==> config.mk <==
export PLATFORM = sky130hd
export DESIGN_NAME = tape_sender
export DESIGN_NICKNAME = d
export VERILOG_FILES = /design/src/design/input_filter.v /design/src/design/oneshot_timer.v /design/src/design/tape_sender.v
export VERILOG_INCLUDE_DIRS = /design/src /design/src/include
export SDC_FILE = /design/constraint.sdc
export NUM_CORES = 1
export LEC_CHECK = 0
export BUFFER_PORTS_ARGS = -buffer_cell sky130_fd_sc_hd__buf_2
export CAP_MARGIN = 15
export CORE_ASPECT_RATIO = 2
export CORE_MARGIN = 1
export CORE_UTILIZATION = 40
export CTS_BUF_LIST = sky130_fd_sc_hd__clkbuf_4
export DETAILED_ROUTE_END_ITERATION = 8
export PLACE_DENSITY_LB_ADDON = 0.1
export SLEW_MARGIN = 20
export SYNTH_ARGS = -nofsm -noshare
export SYNTH_HDL_FRONTEND = slang
export SYNTH_SLANG_ARGS = --single-unit
==> constraint.sdc <==
create_clock -name clk -period 3.6 [get_ports clk]
set_clock_uncertainty 0.05 [all_clocks]
set_input_delay 0.72 -clock clk [delete_from_list [all_inputs] [get_ports clk]]
set_output_delay 0.72 -clock clk [all_outputs]
set_load 0.02 [all_outputs]
==> src/include/tape_sender_map.vh <==
// timing constants and level positions for the tape start-stop sender
`ifndef TAPE_SENDER_MAP_VH
`define TAPE_SENDER_MAP_VH

// ==========================================
// clock
`define TS_CLK_NS 10
`define TS_CLK_HZ 100000000

// ==========================================
// line rate and frame
`define TS_BAUD 1050
`define TS_FRAME_BITS 10
`define TS_CODE_LEVELS 8
`define TS_FIXED_LEVELS 5

// ==========================================
// times, in their own units
`define TS_POR_MS 300
`define TS_SIG_DELAY_US 50
`define TS_FILTER_US 100
`define TS_STOP_BITS 1

// ==========================================
// level positions inside the code register
`define TS_LVL0 0
`define TS_LVL6 6
`define TS_LVL7 7
`define TS_TOP_LVL 7

// ==========================================
// levels and reset values
`define TS_MARK 1'h1
`define TS_SPACE 1'h0
`define TS_REG_IDLE 8'hFF
`define TS_ONE32 32'h1
`define TS_ZERO32 32'h0

`endif

==> src/design/input_filter.v <==
// two-flop synchroniser followed by an integrating noise filter
`timescale 1ns/100ps
`include "tape_sender_map.vh"
module input_filter #(
  parameter [31:0] FILT_CYCLES = 32'd10000
) (
  clk,
  reset,
  raw,
  level
);
  input wire clk;
  input wire reset;
  input wire raw;
  output reg level;

  reg sync1_r;
  reg sync2_r;
  reg [31:0] integ_r;

  // ==========================================
  // synchroniser: sync1_r is read only by sync2_r
  always @(posedge clk) begin
    if (reset) begin
      sync1_r <= 1'b0;
      sync2_r <= 1'b0;
    end else begin
      sync1_r <= raw;
      sync2_r <= sync1_r;
    end
  end

  // ==========================================
  // integrator: output follows only a level that persists for the full count
  always @(posedge clk) begin
    if (reset) begin
      integ_r <= `TS_ZERO32;
      level <= 1'b0;
    end else if (sync2_r != level) begin
      if (integ_r >= FILT_CYCLES - `TS_ONE32) begin
        integ_r <= `TS_ZERO32;
        level <= sync2_r;
      end else begin
        integ_r <= integ_r + `TS_ONE32;
      end
    end else begin
      integ_r <= `TS_ZERO32;
    end
  end
endmodule // input_filter

==> src/design/oneshot_timer.v <==
// retriggerable one-shot with a pulse on its trailing edge
`timescale 1ns/100ps
`include "tape_sender_map.vh"
module oneshot_timer #(
  parameter [31:0] LEN = 32'd1
) (
  clk,
  reset,
  trig,
  active,
  trail
);
  input wire clk;
  input wire reset;
  input wire trig;
  output reg active;
  output reg trail;

  reg [31:0] cnt_r;

  // ==========================================
  // active stands LEN cycles from the edge after trig
  always @(posedge clk) begin
    if (reset) begin
      cnt_r <= `TS_ZERO32;
      active <= 1'b0;
      trail <= 1'b0;
    end else begin
      trail <= 1'b0;
      if (trig) begin
        cnt_r <= LEN - `TS_ONE32;
        active <= 1'b1;
      end else if (active) begin
        if (cnt_r == `TS_ZERO32) begin
          active <= 1'b0;
          trail <= 1'b1;
        end else begin
          cnt_r <= cnt_r - `TS_ONE32;
        end
      end
    end
  end
endmodule // oneshot_timer

==> src/design/tape_sender.v <==
// start-stop serial sender: tape character in, 10-bit frame out
//
// Overview of operation
// - about 300 ms after power-up one reset pulse forces the output element to mark.
// - each character timing pulse halts the bit oscillator and starts the stop interval.
// - the stop timer lasts one stop pulse and its trailing edge restarts the oscillator.
// - the restart passes only while the tape-present contact is closed, else the line idles at mark.
// - the end of the stop pulse starts a half-bit sample delay before the code is loaded.
// - at the sample pulse each hole level sets its element to 1 and each blank leaves it at 0.
// - during the sample delay the first oscillator pulse clears the register and advances are blocked.
// - after the sample delay no clear pulses occur and every oscillator pulse is an advance.
// - the clear pulse drives the output element from 1 to 0 as the start space, then the load follows.
// - each advance shifts the whole code one place toward the output element.
// - the shift input is held at 1 so ones fill in behind the code.
// - after the last code bit the output element sits at 1 as stop until the next clear.
// - the mark and tape-present contacts are filtered before they are sampled.
// - request-to-send follows the motor switch, or is held on in the fixed-on variant.
// - each character is a 10-bit frame at 1050 baud.
// - five or up to eight levels; unused level 0 goes as space, unused levels 6 and 7 as mark.
`timescale 1ns/100ps
`include "tape_sender_map.vh"
module tape_sender #(
  parameter [31:0] POR_CYCLES =
    `TS_POR_MS * (`TS_CLK_HZ / 1000),
  parameter [31:0] BIT_CYCLES =
    `TS_CLK_HZ / `TS_BAUD,
  parameter [31:0] SIG_DELAY_CYCLES =
    `TS_SIG_DELAY_US * (`TS_CLK_HZ / 1000000),
  parameter [31:0] FILT_CYCLES =
    `TS_FILTER_US * (`TS_CLK_HZ / 1000000)
) (
  clk,
  reset,
  char_pulse,
  tape_mark,
  tape_present,
  motor_switch,
  rts_fixed_on,
  use_level0,
  use_level6,
  use_level7,
  line_out,
  rts,
  sample_pulse
);
  input wire clk;
  input wire reset;
  input wire char_pulse;
  input wire [7:0] tape_mark;
  input wire tape_present;
  input wire motor_switch;
  input wire rts_fixed_on;
  input wire use_level0;
  input wire use_level6;
  input wire use_level7;
  output reg line_out;
  output reg rts;
  output reg sample_pulse;

  // ==========================================
  // derived timing
  // stop timer spans the stop element; sample delay is half a bit (rounded down, but at least one cycle)
  localparam [31:0] STOP_CYCLES = BIT_CYCLES * `TS_STOP_BITS;
  localparam [31:0] HALF_CYCLES = BIT_CYCLES / 32'd2;
  localparam [31:0] SAMPLE_CYCLES =
    (HALF_CYCLES == `TS_ZERO32) ? `TS_ONE32 : HALF_CYCLES;
  // documentation only: start + 8 levels + stop
  localparam [31:0] FRAME_BITS = `TS_FRAME_BITS;

  // ==========================================
  // declarations
  reg [31:0] por_cnt_r;
  reg por_done_r;
  reg por_pulse_r;
  reg cp_s1_r;
  reg cp_s2_r;
  reg cp_prev_r;
  reg ms_s1_r;
  reg ms_s2_r;
  reg fx_s1_r;
  reg fx_s2_r;
  reg osc_run_r;
  reg osc_run_nxt;
  reg [31:0] osc_cnt_r;
  reg osc_pulse_r;
  reg [7:0] code_r;
  reg [7:0] load_mask;
  reg [7:0] load_val;
  wire [7:0] mark_filt;
  wire present_filt;
  wire cp_edge;
  wire sig_trail;
  wire stop_trail;
  wire [8:0] shift_src;
  wire restart;
  wire samp_active;
  wire samp_trail;
  wire clear_pulse;
  wire advance_pulse;

  // ==========================================
  // power-on reset pulse
  // fires once, POR_CYCLES after reset releases, as a power-up stand-in
  always @(posedge clk) begin
    if (reset) begin
      por_cnt_r <= `TS_ZERO32;
      por_done_r <= 1'b0;
      por_pulse_r <= 1'b0;
    end else begin
      por_pulse_r <= 1'b0;
      if (!por_done_r) begin
        if (por_cnt_r >= POR_CYCLES - `TS_ONE32) begin
          por_done_r <= 1'b1;
          por_pulse_r <= 1'b1;
        end else begin
          por_cnt_r <= por_cnt_r + `TS_ONE32;
        end
      end
    end
  end

  // ==========================================
  // contact filters
  // mechanical contacts bounce; only the integrated level is ever sampled
  genvar gi;
  generate
    for (gi = 0; gi < `TS_CODE_LEVELS; gi = gi + 1) begin : g_mark
      input_filter #(
        .FILT_CYCLES(FILT_CYCLES)
      ) u_mark_filt (
        .clk(clk),
        .reset(reset),
        .raw(tape_mark[gi]),
        .level(mark_filt[gi])
      );
    end
  endgenerate

  input_filter #(
    .FILT_CYCLES(FILT_CYCLES)
  ) u_present_filt (
    .clk(clk),
    .reset(reset),
    .raw(tape_present),
    .level(present_filt)
  );

  // ==========================================
  // synchronisers for the timing pulse and the switches
  always @(posedge clk) begin
    if (reset) begin
      cp_s1_r <= 1'b0;
      cp_s2_r <= 1'b0;
      cp_prev_r <= 1'b0;
      ms_s1_r <= 1'b0;
      ms_s2_r <= 1'b0;
      fx_s1_r <= 1'b0;
      fx_s2_r <= 1'b0;
    end else begin
      cp_s1_r <= char_pulse;
      cp_s2_r <= cp_s1_r;
      cp_prev_r <= cp_s2_r;
      ms_s1_r <= motor_switch;
      ms_s2_r <= ms_s1_r;
      fx_s1_r <= rts_fixed_on;
      fx_s2_r <= fx_s1_r;
    end
  end

  assign cp_edge = cp_s2_r & ~cp_prev_r;

  // ==========================================
  // signal delay: the pickup pulse acts a short while after it arrives
  oneshot_timer #(
    .LEN(SIG_DELAY_CYCLES)
  ) u_sig_delay (
    .clk(clk),
    .reset(reset),
    .trig(cp_edge),
    .active(),
    .trail(sig_trail)
  );

  // ==========================================
  // stop timer
  oneshot_timer #(
    .LEN(STOP_CYCLES)
  ) u_stop_timer (
    .clk(clk),
    .reset(reset),
    .trig(sig_trail),
    .active(),
    .trail(stop_trail)
  );

  // start pulse gate: without tape the oscillator stays halted
  assign restart = stop_trail & present_filt;

  // ==========================================
  // oscillator control flip-flop
  // a halt beats a restart landing in the same cycle
  always @* begin
    osc_run_nxt = osc_run_r;
    if (restart) begin
      osc_run_nxt = 1'b1;
    end
    if (sig_trail) begin
      osc_run_nxt = 1'b0;
    end
  end

  // ==========================================
  // gated start-stop oscillator
  // phase is reloaded at each restart, so rate error never accumulates
  always @(posedge clk) begin
    if (reset) begin
      osc_run_r <= 1'b0;
      osc_cnt_r <= `TS_ZERO32;
      osc_pulse_r <= 1'b0;
    end else begin
      osc_run_r <= osc_run_nxt;
      osc_pulse_r <= 1'b0;
      if (restart) begin
        osc_cnt_r <= `TS_ZERO32;
        osc_pulse_r <= 1'b1;
      end else if (osc_run_r && !sig_trail) begin
        if (osc_cnt_r >= BIT_CYCLES - `TS_ONE32) begin
          osc_cnt_r <= `TS_ZERO32;
          osc_pulse_r <= 1'b1;
        end else begin
          osc_cnt_r <= osc_cnt_r + `TS_ONE32;
        end
      end
    end
  end

  // ==========================================
  // sample delay
  oneshot_timer #(
    .LEN(SAMPLE_CYCLES)
  ) u_sample_delay (
    .clk(clk),
    .reset(reset),
    .trig(restart),
    .active(samp_active),
    .trail(samp_trail)
  );

  // ==========================================
  // pulse control gate
  assign clear_pulse = osc_pulse_r & samp_active;
  assign advance_pulse = osc_pulse_r & ~samp_active;

  // ==========================================
  // load pattern
  // levels that are not in use are forced: level 0 to space, 6 and 7 to mark
  always @* begin
    load_mask = {8{1'b1}};
    load_val = mark_filt;
    if (!use_level0) begin
      load_val[`TS_LVL0] = `TS_SPACE;
    end
    if (!use_level6) begin
      load_val[`TS_LVL6] = `TS_MARK;
    end
    if (!use_level7) begin
      load_val[`TS_LVL7] = `TS_MARK;
    end
  end

  // ==========================================
  // code register, level 0 nearest the output element
  // the top element shifts in a constant mark so ones fill behind the code
  assign shift_src = {`TS_MARK, code_r};
  generate
    for (gi = 0; gi < `TS_CODE_LEVELS; gi = gi + 1) begin : g_reg
      always @(posedge clk) begin
        if (reset) begin
          code_r[gi] <= `TS_MARK;
        end else if (clear_pulse) begin
          code_r[gi] <= `TS_SPACE;
        end else if (samp_trail) begin
          code_r[gi] <= load_val[gi] & load_mask[gi];
        end else if (advance_pulse) begin
          code_r[gi] <= shift_src[gi + 1];
        end
      end
    end
  endgenerate

  // ==========================================
  // output element drives the line directly
  // once the code has passed, ones shifted in leave it at mark
  always @(posedge clk) begin
    if (reset) begin
      line_out <= `TS_MARK;
    end else if (por_pulse_r) begin
      line_out <= `TS_MARK;
    end else if (clear_pulse) begin
      line_out <= `TS_SPACE;
    end else if (advance_pulse) begin
      line_out <= code_r[`TS_LVL0];
    end
  end

  // ==========================================
  // sample lead and request-to-send
  always @(posedge clk) begin
    if (reset) begin
      sample_pulse <= 1'b0;
      rts <= 1'b0;
    end else begin
      sample_pulse <= samp_trail;
      rts <= ms_s2_r | fx_s2_r;
    end
  end
endmodule // tape_sender

== Word-level counts from Yosys, hierarchy flattened ==
Cells that the tools add are included.

* Output and inout port bits: 3
* Logic and storage cells: 231
* Register bits: 503

* Bitwise operators: 23
* $lt $le $gt $ge: 11
* Equality and inequality tests: 12
* Reductions and logical operators: 43
* Muxes and demuxes: 56
* Add/subtract/negate cells: 14

{| class="wikitable"
|+ Operators with widths
! kind !! count
|-
| adder 32 x 1 -> 32 bit (second input constant) || 11
|-
| greater-or-equal comparator 32 x 14 -> 1 bit (second input constant) || 9
|-
| logical NOT 32 bit || 3
|-
| subtractor 32 x 1 -> 32 bit (second input constant) || 3
|-
| two-way mux 17 bit || 3
|-
| two-way mux 16 bit || 3
|-
| two-way mux 1 bit || 46
|-
| two-way mux 13 bit || 3
|-
| OR reduction 3 bit || 12
|-
| greater-or-equal comparator 32 x 17 -> 1 bit (second input constant) || 1
|-
| greater-or-equal comparator 32 x 25 -> 1 bit (second input constant) || 1
|-
| two-way mux 32 bit || 1
|-
| AND reduction 2 bit || 16
|-
| inverter 1 bit || 18
|-
| OR reduction 2 bit || 5
|-
| != test 1 bit || 9
|-
| nonzero test 2 bit || 4
|-
| != test 2 bit (second input constant) || 3
|-
| AND 1 bit || 4
|-
| nonzero test 3 bit || 1
|-
| logical AND 1 bit || 1
|-
| logical NOT 1 bit || 1
|-
| OR 1 bit || 1
|}

== Logic depth before layout (Yosys ltp) ==
* Depth in word-level cells: 5
* Mapped depth: 10
* Mapped depth without buffers: 8

== Modules after synthesis ==
From an unflattened synthesis, not the netlist that was laid out.

* Cell total of the unflattened synthesis: 2,010
* Area, all modules: 19,361.1 um^2

{| class="wikitable"
|+ By module, submodules not included
! module !! sequential area each (um^2) !! cells each !! area each (um^2) !! instances
|-
| input_filter || 700.7 || 111 || 1,167.4 || 9
|-
| tape_sender || 1,721.7 || 421 || 3,709.8 || 1
|-
| oneshot_timer at u_sample_delay || 680.7 || 205 || 1,788.0 || 1
|-
| oneshot_timer at u_stop_timer || 680.7 || 199 || 1,726.7 || 1
|-
| oneshot_timer at u_sig_delay || 680.7 || 186 || 1,630.3 || 1
|}

== Worst setup path before layout ==
OpenSTA, ideal clock, no wires.

* Path kind: reg-to-reg
* Start point: register u_sample_delay.cnt_r[0]
* End point: register u_sample_delay.cnt_r[1]
* Path slack: 1,464 ps
* Setup time: 70 ps
* Data arrival time: 2,016 ps
* Required time: 3,480 ps
* Stages on the path, launching flop included: 10
* Path through: dfxtp_1 > inv_1 > ha_1 > nor3b_1 > and4_1 > clkbuf_1 > nand2_1 > o21ai_0 > mux2_2 > a21oi_1

* Cells in the longest elaborated chain, start to end: 4
* Elaborated cells between the ends (all ways): 7
* Those cells by class: add/sub (1); eq/ne (1); mux (3); reduce/logical (2)

{| class="wikitable"
|+ RTL lines
! what !! RTL line !! RTL
|-
| start, declared || oneshot_timer.v:19 || <nowiki>reg [31:0] cnt_r;</nowiki>
|-
| start signal, assigned || oneshot_timer.v:25 || <nowiki>cnt_r <= `TS_ZERO32;</nowiki>
|-
| start signal, assigned || oneshot_timer.v:31 || <nowiki>cnt_r <= LEN - `TS_ONE32;</nowiki>
|-
| start signal, assigned || oneshot_timer.v:38 || <nowiki>cnt_r <= cnt_r - `TS_ONE32;</nowiki>
|-
| subtractor 32 x 1 -> 32 bit (no line) || - ||
|-
| two-way mux 16 bit || oneshot_timer.v:34 || <nowiki>if (cnt_r == `TS_ZERO32) begin</nowiki>
|-
| two-way mux 16 bit || oneshot_timer.v:33 || <nowiki>end else if (active) begin</nowiki>
|-
| two-way mux 16 bit || oneshot_timer.v:30 || <nowiki>if (trig) begin</nowiki>
|}

Several ways; a longest one is shown, not always the timed one. The select of a mux whose other input is x is not followed.
A chain may end at the register's enable or synchronous reset.

== Worst setup path after layout ==
* Start point: register por_cnt_r[12]
* End point: register por_cnt_r[19]

* Cells in the longest elaborated chain, start to end: 3
* Elaborated cells between the ends (all ways): 4
* Those cells by class: add/sub (1); order compare (1); bitwise (1); reduce/logical (1)

{| class="wikitable"
|+ RTL lines
! what !! RTL line !! RTL
|-
| start, declared || tape_sender.v:72 || <nowiki>reg [31:0] por_cnt_r;</nowiki>
|-
| start signal, assigned || tape_sender.v:106 || <nowiki>por_cnt_r <= `TS_ZERO32;</nowiki>
|-
| start signal, assigned || tape_sender.v:116 || <nowiki>por_cnt_r <= por_cnt_r + `TS_ONE32;</nowiki>
|-
| greater-or-equal comparator 32 x 25 -> 1 bit (no line) || - ||
|-
| inverter 1 bit (no line) || - ||
|-
| AND reduction 2 bit (no line) || - ||
|}

Several ways; a longest one is shown, not always the timed one.

==> out/results.tsv <==
metric	value	unit
GRT overflow	0	
final setup TNS	0	ps
number of enable flip-flop cells after synthesis	0	
Final HPWL DP	22600	um
failing checks	DRC	
Worst Setup Path Type	flip-flop to flip-flop	
Warnings, synthesis	0	
crit path DAT	3230	ps
Tightest Pin Transition	990	ps
Flop pwr share	0.551	
Placed Area	19400	um^2
minimum clock period	2570	ps
combinational share of power	0.041	
DRT iter0 DRCs	359	
Clock Power Share	0.408	
Placement Setup Slack	1010	ps
Tcrit/Tclk final	0.715	
Setup WS post-layout	1030	ps
worst-path fanout max	19	
DIE WIDTH	153	um
area of the mapped netlist	18200	um^2
H-tree Lvls	3	
row count	110	
Core Box Area	44900	um^2
Avg Cell Area, Syn	9.70	um^2
pwr dens	502	nW/um^2
clk buf depth	3	
sequential fraction of the synthesis area	0.554	
RR Startpoint	por_cnt_r[12]	
Routed WL	33200	um
Leak	7.91	nW
status	complete, but fails checks	
Worst-Skew Late Latency	820	ps
Initial Util	0.405	
clock root buffer	clkbuf_4	
Via-to-Cell Ratio	4.72	
die span in y	304	um
non-filler instance count after layout	2773	
Max Slew Vio Count	0	
switching pwr	2.45	mW
slew margin rel.	0.340	
initial antenna violation count	2	
Post-CTS Setup Repair Bufs	0	
drt first pass iters	9	
Post-Syn Instances	1875	
Internal Power	8.03	mW
first-pass GRT wire length	57300	um
Peak VDD IR	0.248	mV
Sink Count	503	
area grow syn2layout	14.8	%
CP Launch Type	flip-flop	
Data required, critical path	4260	ps
final hold violation count	0	
total CTS buffers	111	
max_cap viols	0	
CTS tree	done	
Avg WL per Cell	12.0	um
clk slew on worst S/H paths	70	ps
achievable frequency	389	MHz
sw frac	0.234	
#FFs+latches synth	503	
GRT Overall Usage	0.148	
FFs w/ async S/R, synth	0	
vias in the first global route	13125	
Finish-stage setup viols	0	
worst hold start	tape_mark[4]	
unrepaired setup endpoints after global routing	false	
gpl congestion	0.746	
Hold Slack	94.6	ps
Netlist cell types	61	
placed cell count	2567	
R2R setup slack	1030	ps
DRC violation count after routing	1	
port bufs	19	
die footprint	46400	um^2
CP endpoint kind	flip-flop	
fraction of layout cells with a size suffix above 1	0.111	
I/O pins	20	
final antenna-violating net count	0	
# nets final	2161	
Worst Hold Class	input pin to flip-flop	
ys flop type	dfxtp_1	
crit path launch	por_cnt_r[12]	
Post-Layout Inst Area	20900	um^2
Vias	13094	
largest net degree at the start of global routing	40	
-- worst paths after layout --
path	end	depth (start not counted)
hold / removal	g_mark[4].u_mark_filt.sync1_r	2
setup / recovery	por_cnt_r[19]	6
setup reg to reg	por_cnt_r[19]	6
hold reg to reg	ms_s2_r	1
-- critical path, stage by stage, from the launching register on --
cell and delay, ps:
dfxtp_1 380, nor4_1 280, o211ai_1 130, nand4_1 520
nand2_1 400, or4_1 590, a21oi_1 160
-- sequential cells by signal (all words and copies together), names as in the netlist, 8 cells and up --
| register | flops |
|---|---|
| g_mark.u_mark_filt.sync1_r | 8 |
| u_sig_delay.cnt_r | 32 |
| g_mark.u_mark_filt.sync2_r | 8 |
| osc_cnt_r | 32 |
| g_mark.u_mark_filt.level | 8 |
| g_mark.u_mark_filt.integ_r | 256 |
| code_r | 8 |
| u_stop_timer.cnt_r | 32 |
| u_sample_delay.cnt_r | 32 |
| por_cnt_r | 32 |
| u_present_filt.integ_r | 32 |
-- cells in the mapped netlist, types with 19 or more instances --
cell type | number | area share
nand3_1 | 109 | 0.030
dfxtp_1 | 503 | 0.55
nor3_1 | 25 | 0.0069
xor2_1 | 130 | 0.063
a21oi_1 | 62 | 0.017
clkbuf_1 | 50 | 0.010
nand2b_1 | 21 | 0.0072
nor2_1 | 314 | 0.065
nand4_1 | 37 | 0.013
or3_1 | 30 | 0.010
xnor2_1 | 109 | 0.052
ha_1 | 19 | 0.013
nor2b_1 | 40 | 0.014
and3_1 | 36 | 0.012
inv_1 | 37 | 0.0076
nand2_1 | 103 | 0.021
nor4_1 | 79 | 0.027
-- cells by family (layout without fill, tap and decap cells) --
family          Yosys count  count (layout)  synth area share
simple gates            880             880             0.247
flops                   503             503             0.554
xor+xnor                239             239             0.115
compound gates          127             127            0.0437
buf+inv                  95             270            0.0212
fa+ha+maj                19              19            0.0131
mux                      11              11           0.00612
other cells               1             164          0.000206
-- layout by cell type (no fill, tap or decap), drive strengths merged, types with 5 or more instances in the layout --
master and n:
and3 36, ha 19, buf 29, xor2 130, a21oi 62, a21boi 5
and4 7, nor2b 40, dfxtp 503, clkinv 30, inv 38, clkbuf 166
mux2i 10, dlygate4sd3 5, or4 19, nor4b 5, nand2b 21, or3 30
o31ai 11, nand4 38, nor2 335, nand4b 7, o21ai 20, nor4 83
nand2 103, and2 5, xnor2 109, nand3b 6, nand3 110, nor3 26
conb 162, a31oi 5
-- power groups by stage --
| stage | sequential, mW | clock [mW] | combinational (mW) |
|---|---|---|---|
| after floorplan | 5.89 | 0 | 0.340 |
| after global placement | 5.90 | 0 | 0.424 |
| after detailed placement | 5.90 | 0 | 0.425 |
| after CTS | 5.77 | 4.53 | 0.431 |
| after global routing | 5.79 | 4.79 | 0.486 |
| final | 5.77 | 4.28 | 0.429 |
-- cell type report --
| type | instances | area (um^2) |
|---|---|---|
| Fill cell | 4380 | 24000 |
| Sequential cell | 503 | 10100 |
| Multi-Input combinational cell | 1438 | 8340 |
| Clock buffer | 166 | 1250 |
| Tap cell | 560 | 701 |
| Timing Repair Buffer | 34 | 223 |
| Clock inverter | 33 | 163 |
| Inverter | 37 | 139 |
| Antenna cell | 2 | 5.00 |
-- metrics by stage --
stage / power, mW / utilization
global route: 11.1 / 0.466
detailed placement: 6.33 / 0.433
floorplan: 6.23 / -
global placement: 6.32 / 0.433
CTS: 10.7 / 0.465
finish: 10.5 / 0.466
-- timing repair --
action	in CTS	in global routing
resized for setup	0	0
hold buffers	5	0
hold endpoints to repair	5	0
-- routing by layer --
layer | global-route usage | part of all wire | up-vias
li1 | - | - | 6766
met1 | 0.140 | 0.39 | 6105
met2 | 0.295 | 0.55 | 169
met3 | 0.0340 | 0.036 | 54
met4 | 0.0746 | 0.023 | 0
met5 | 0 | 0 | -
Power figures use the tool's default switching activity.
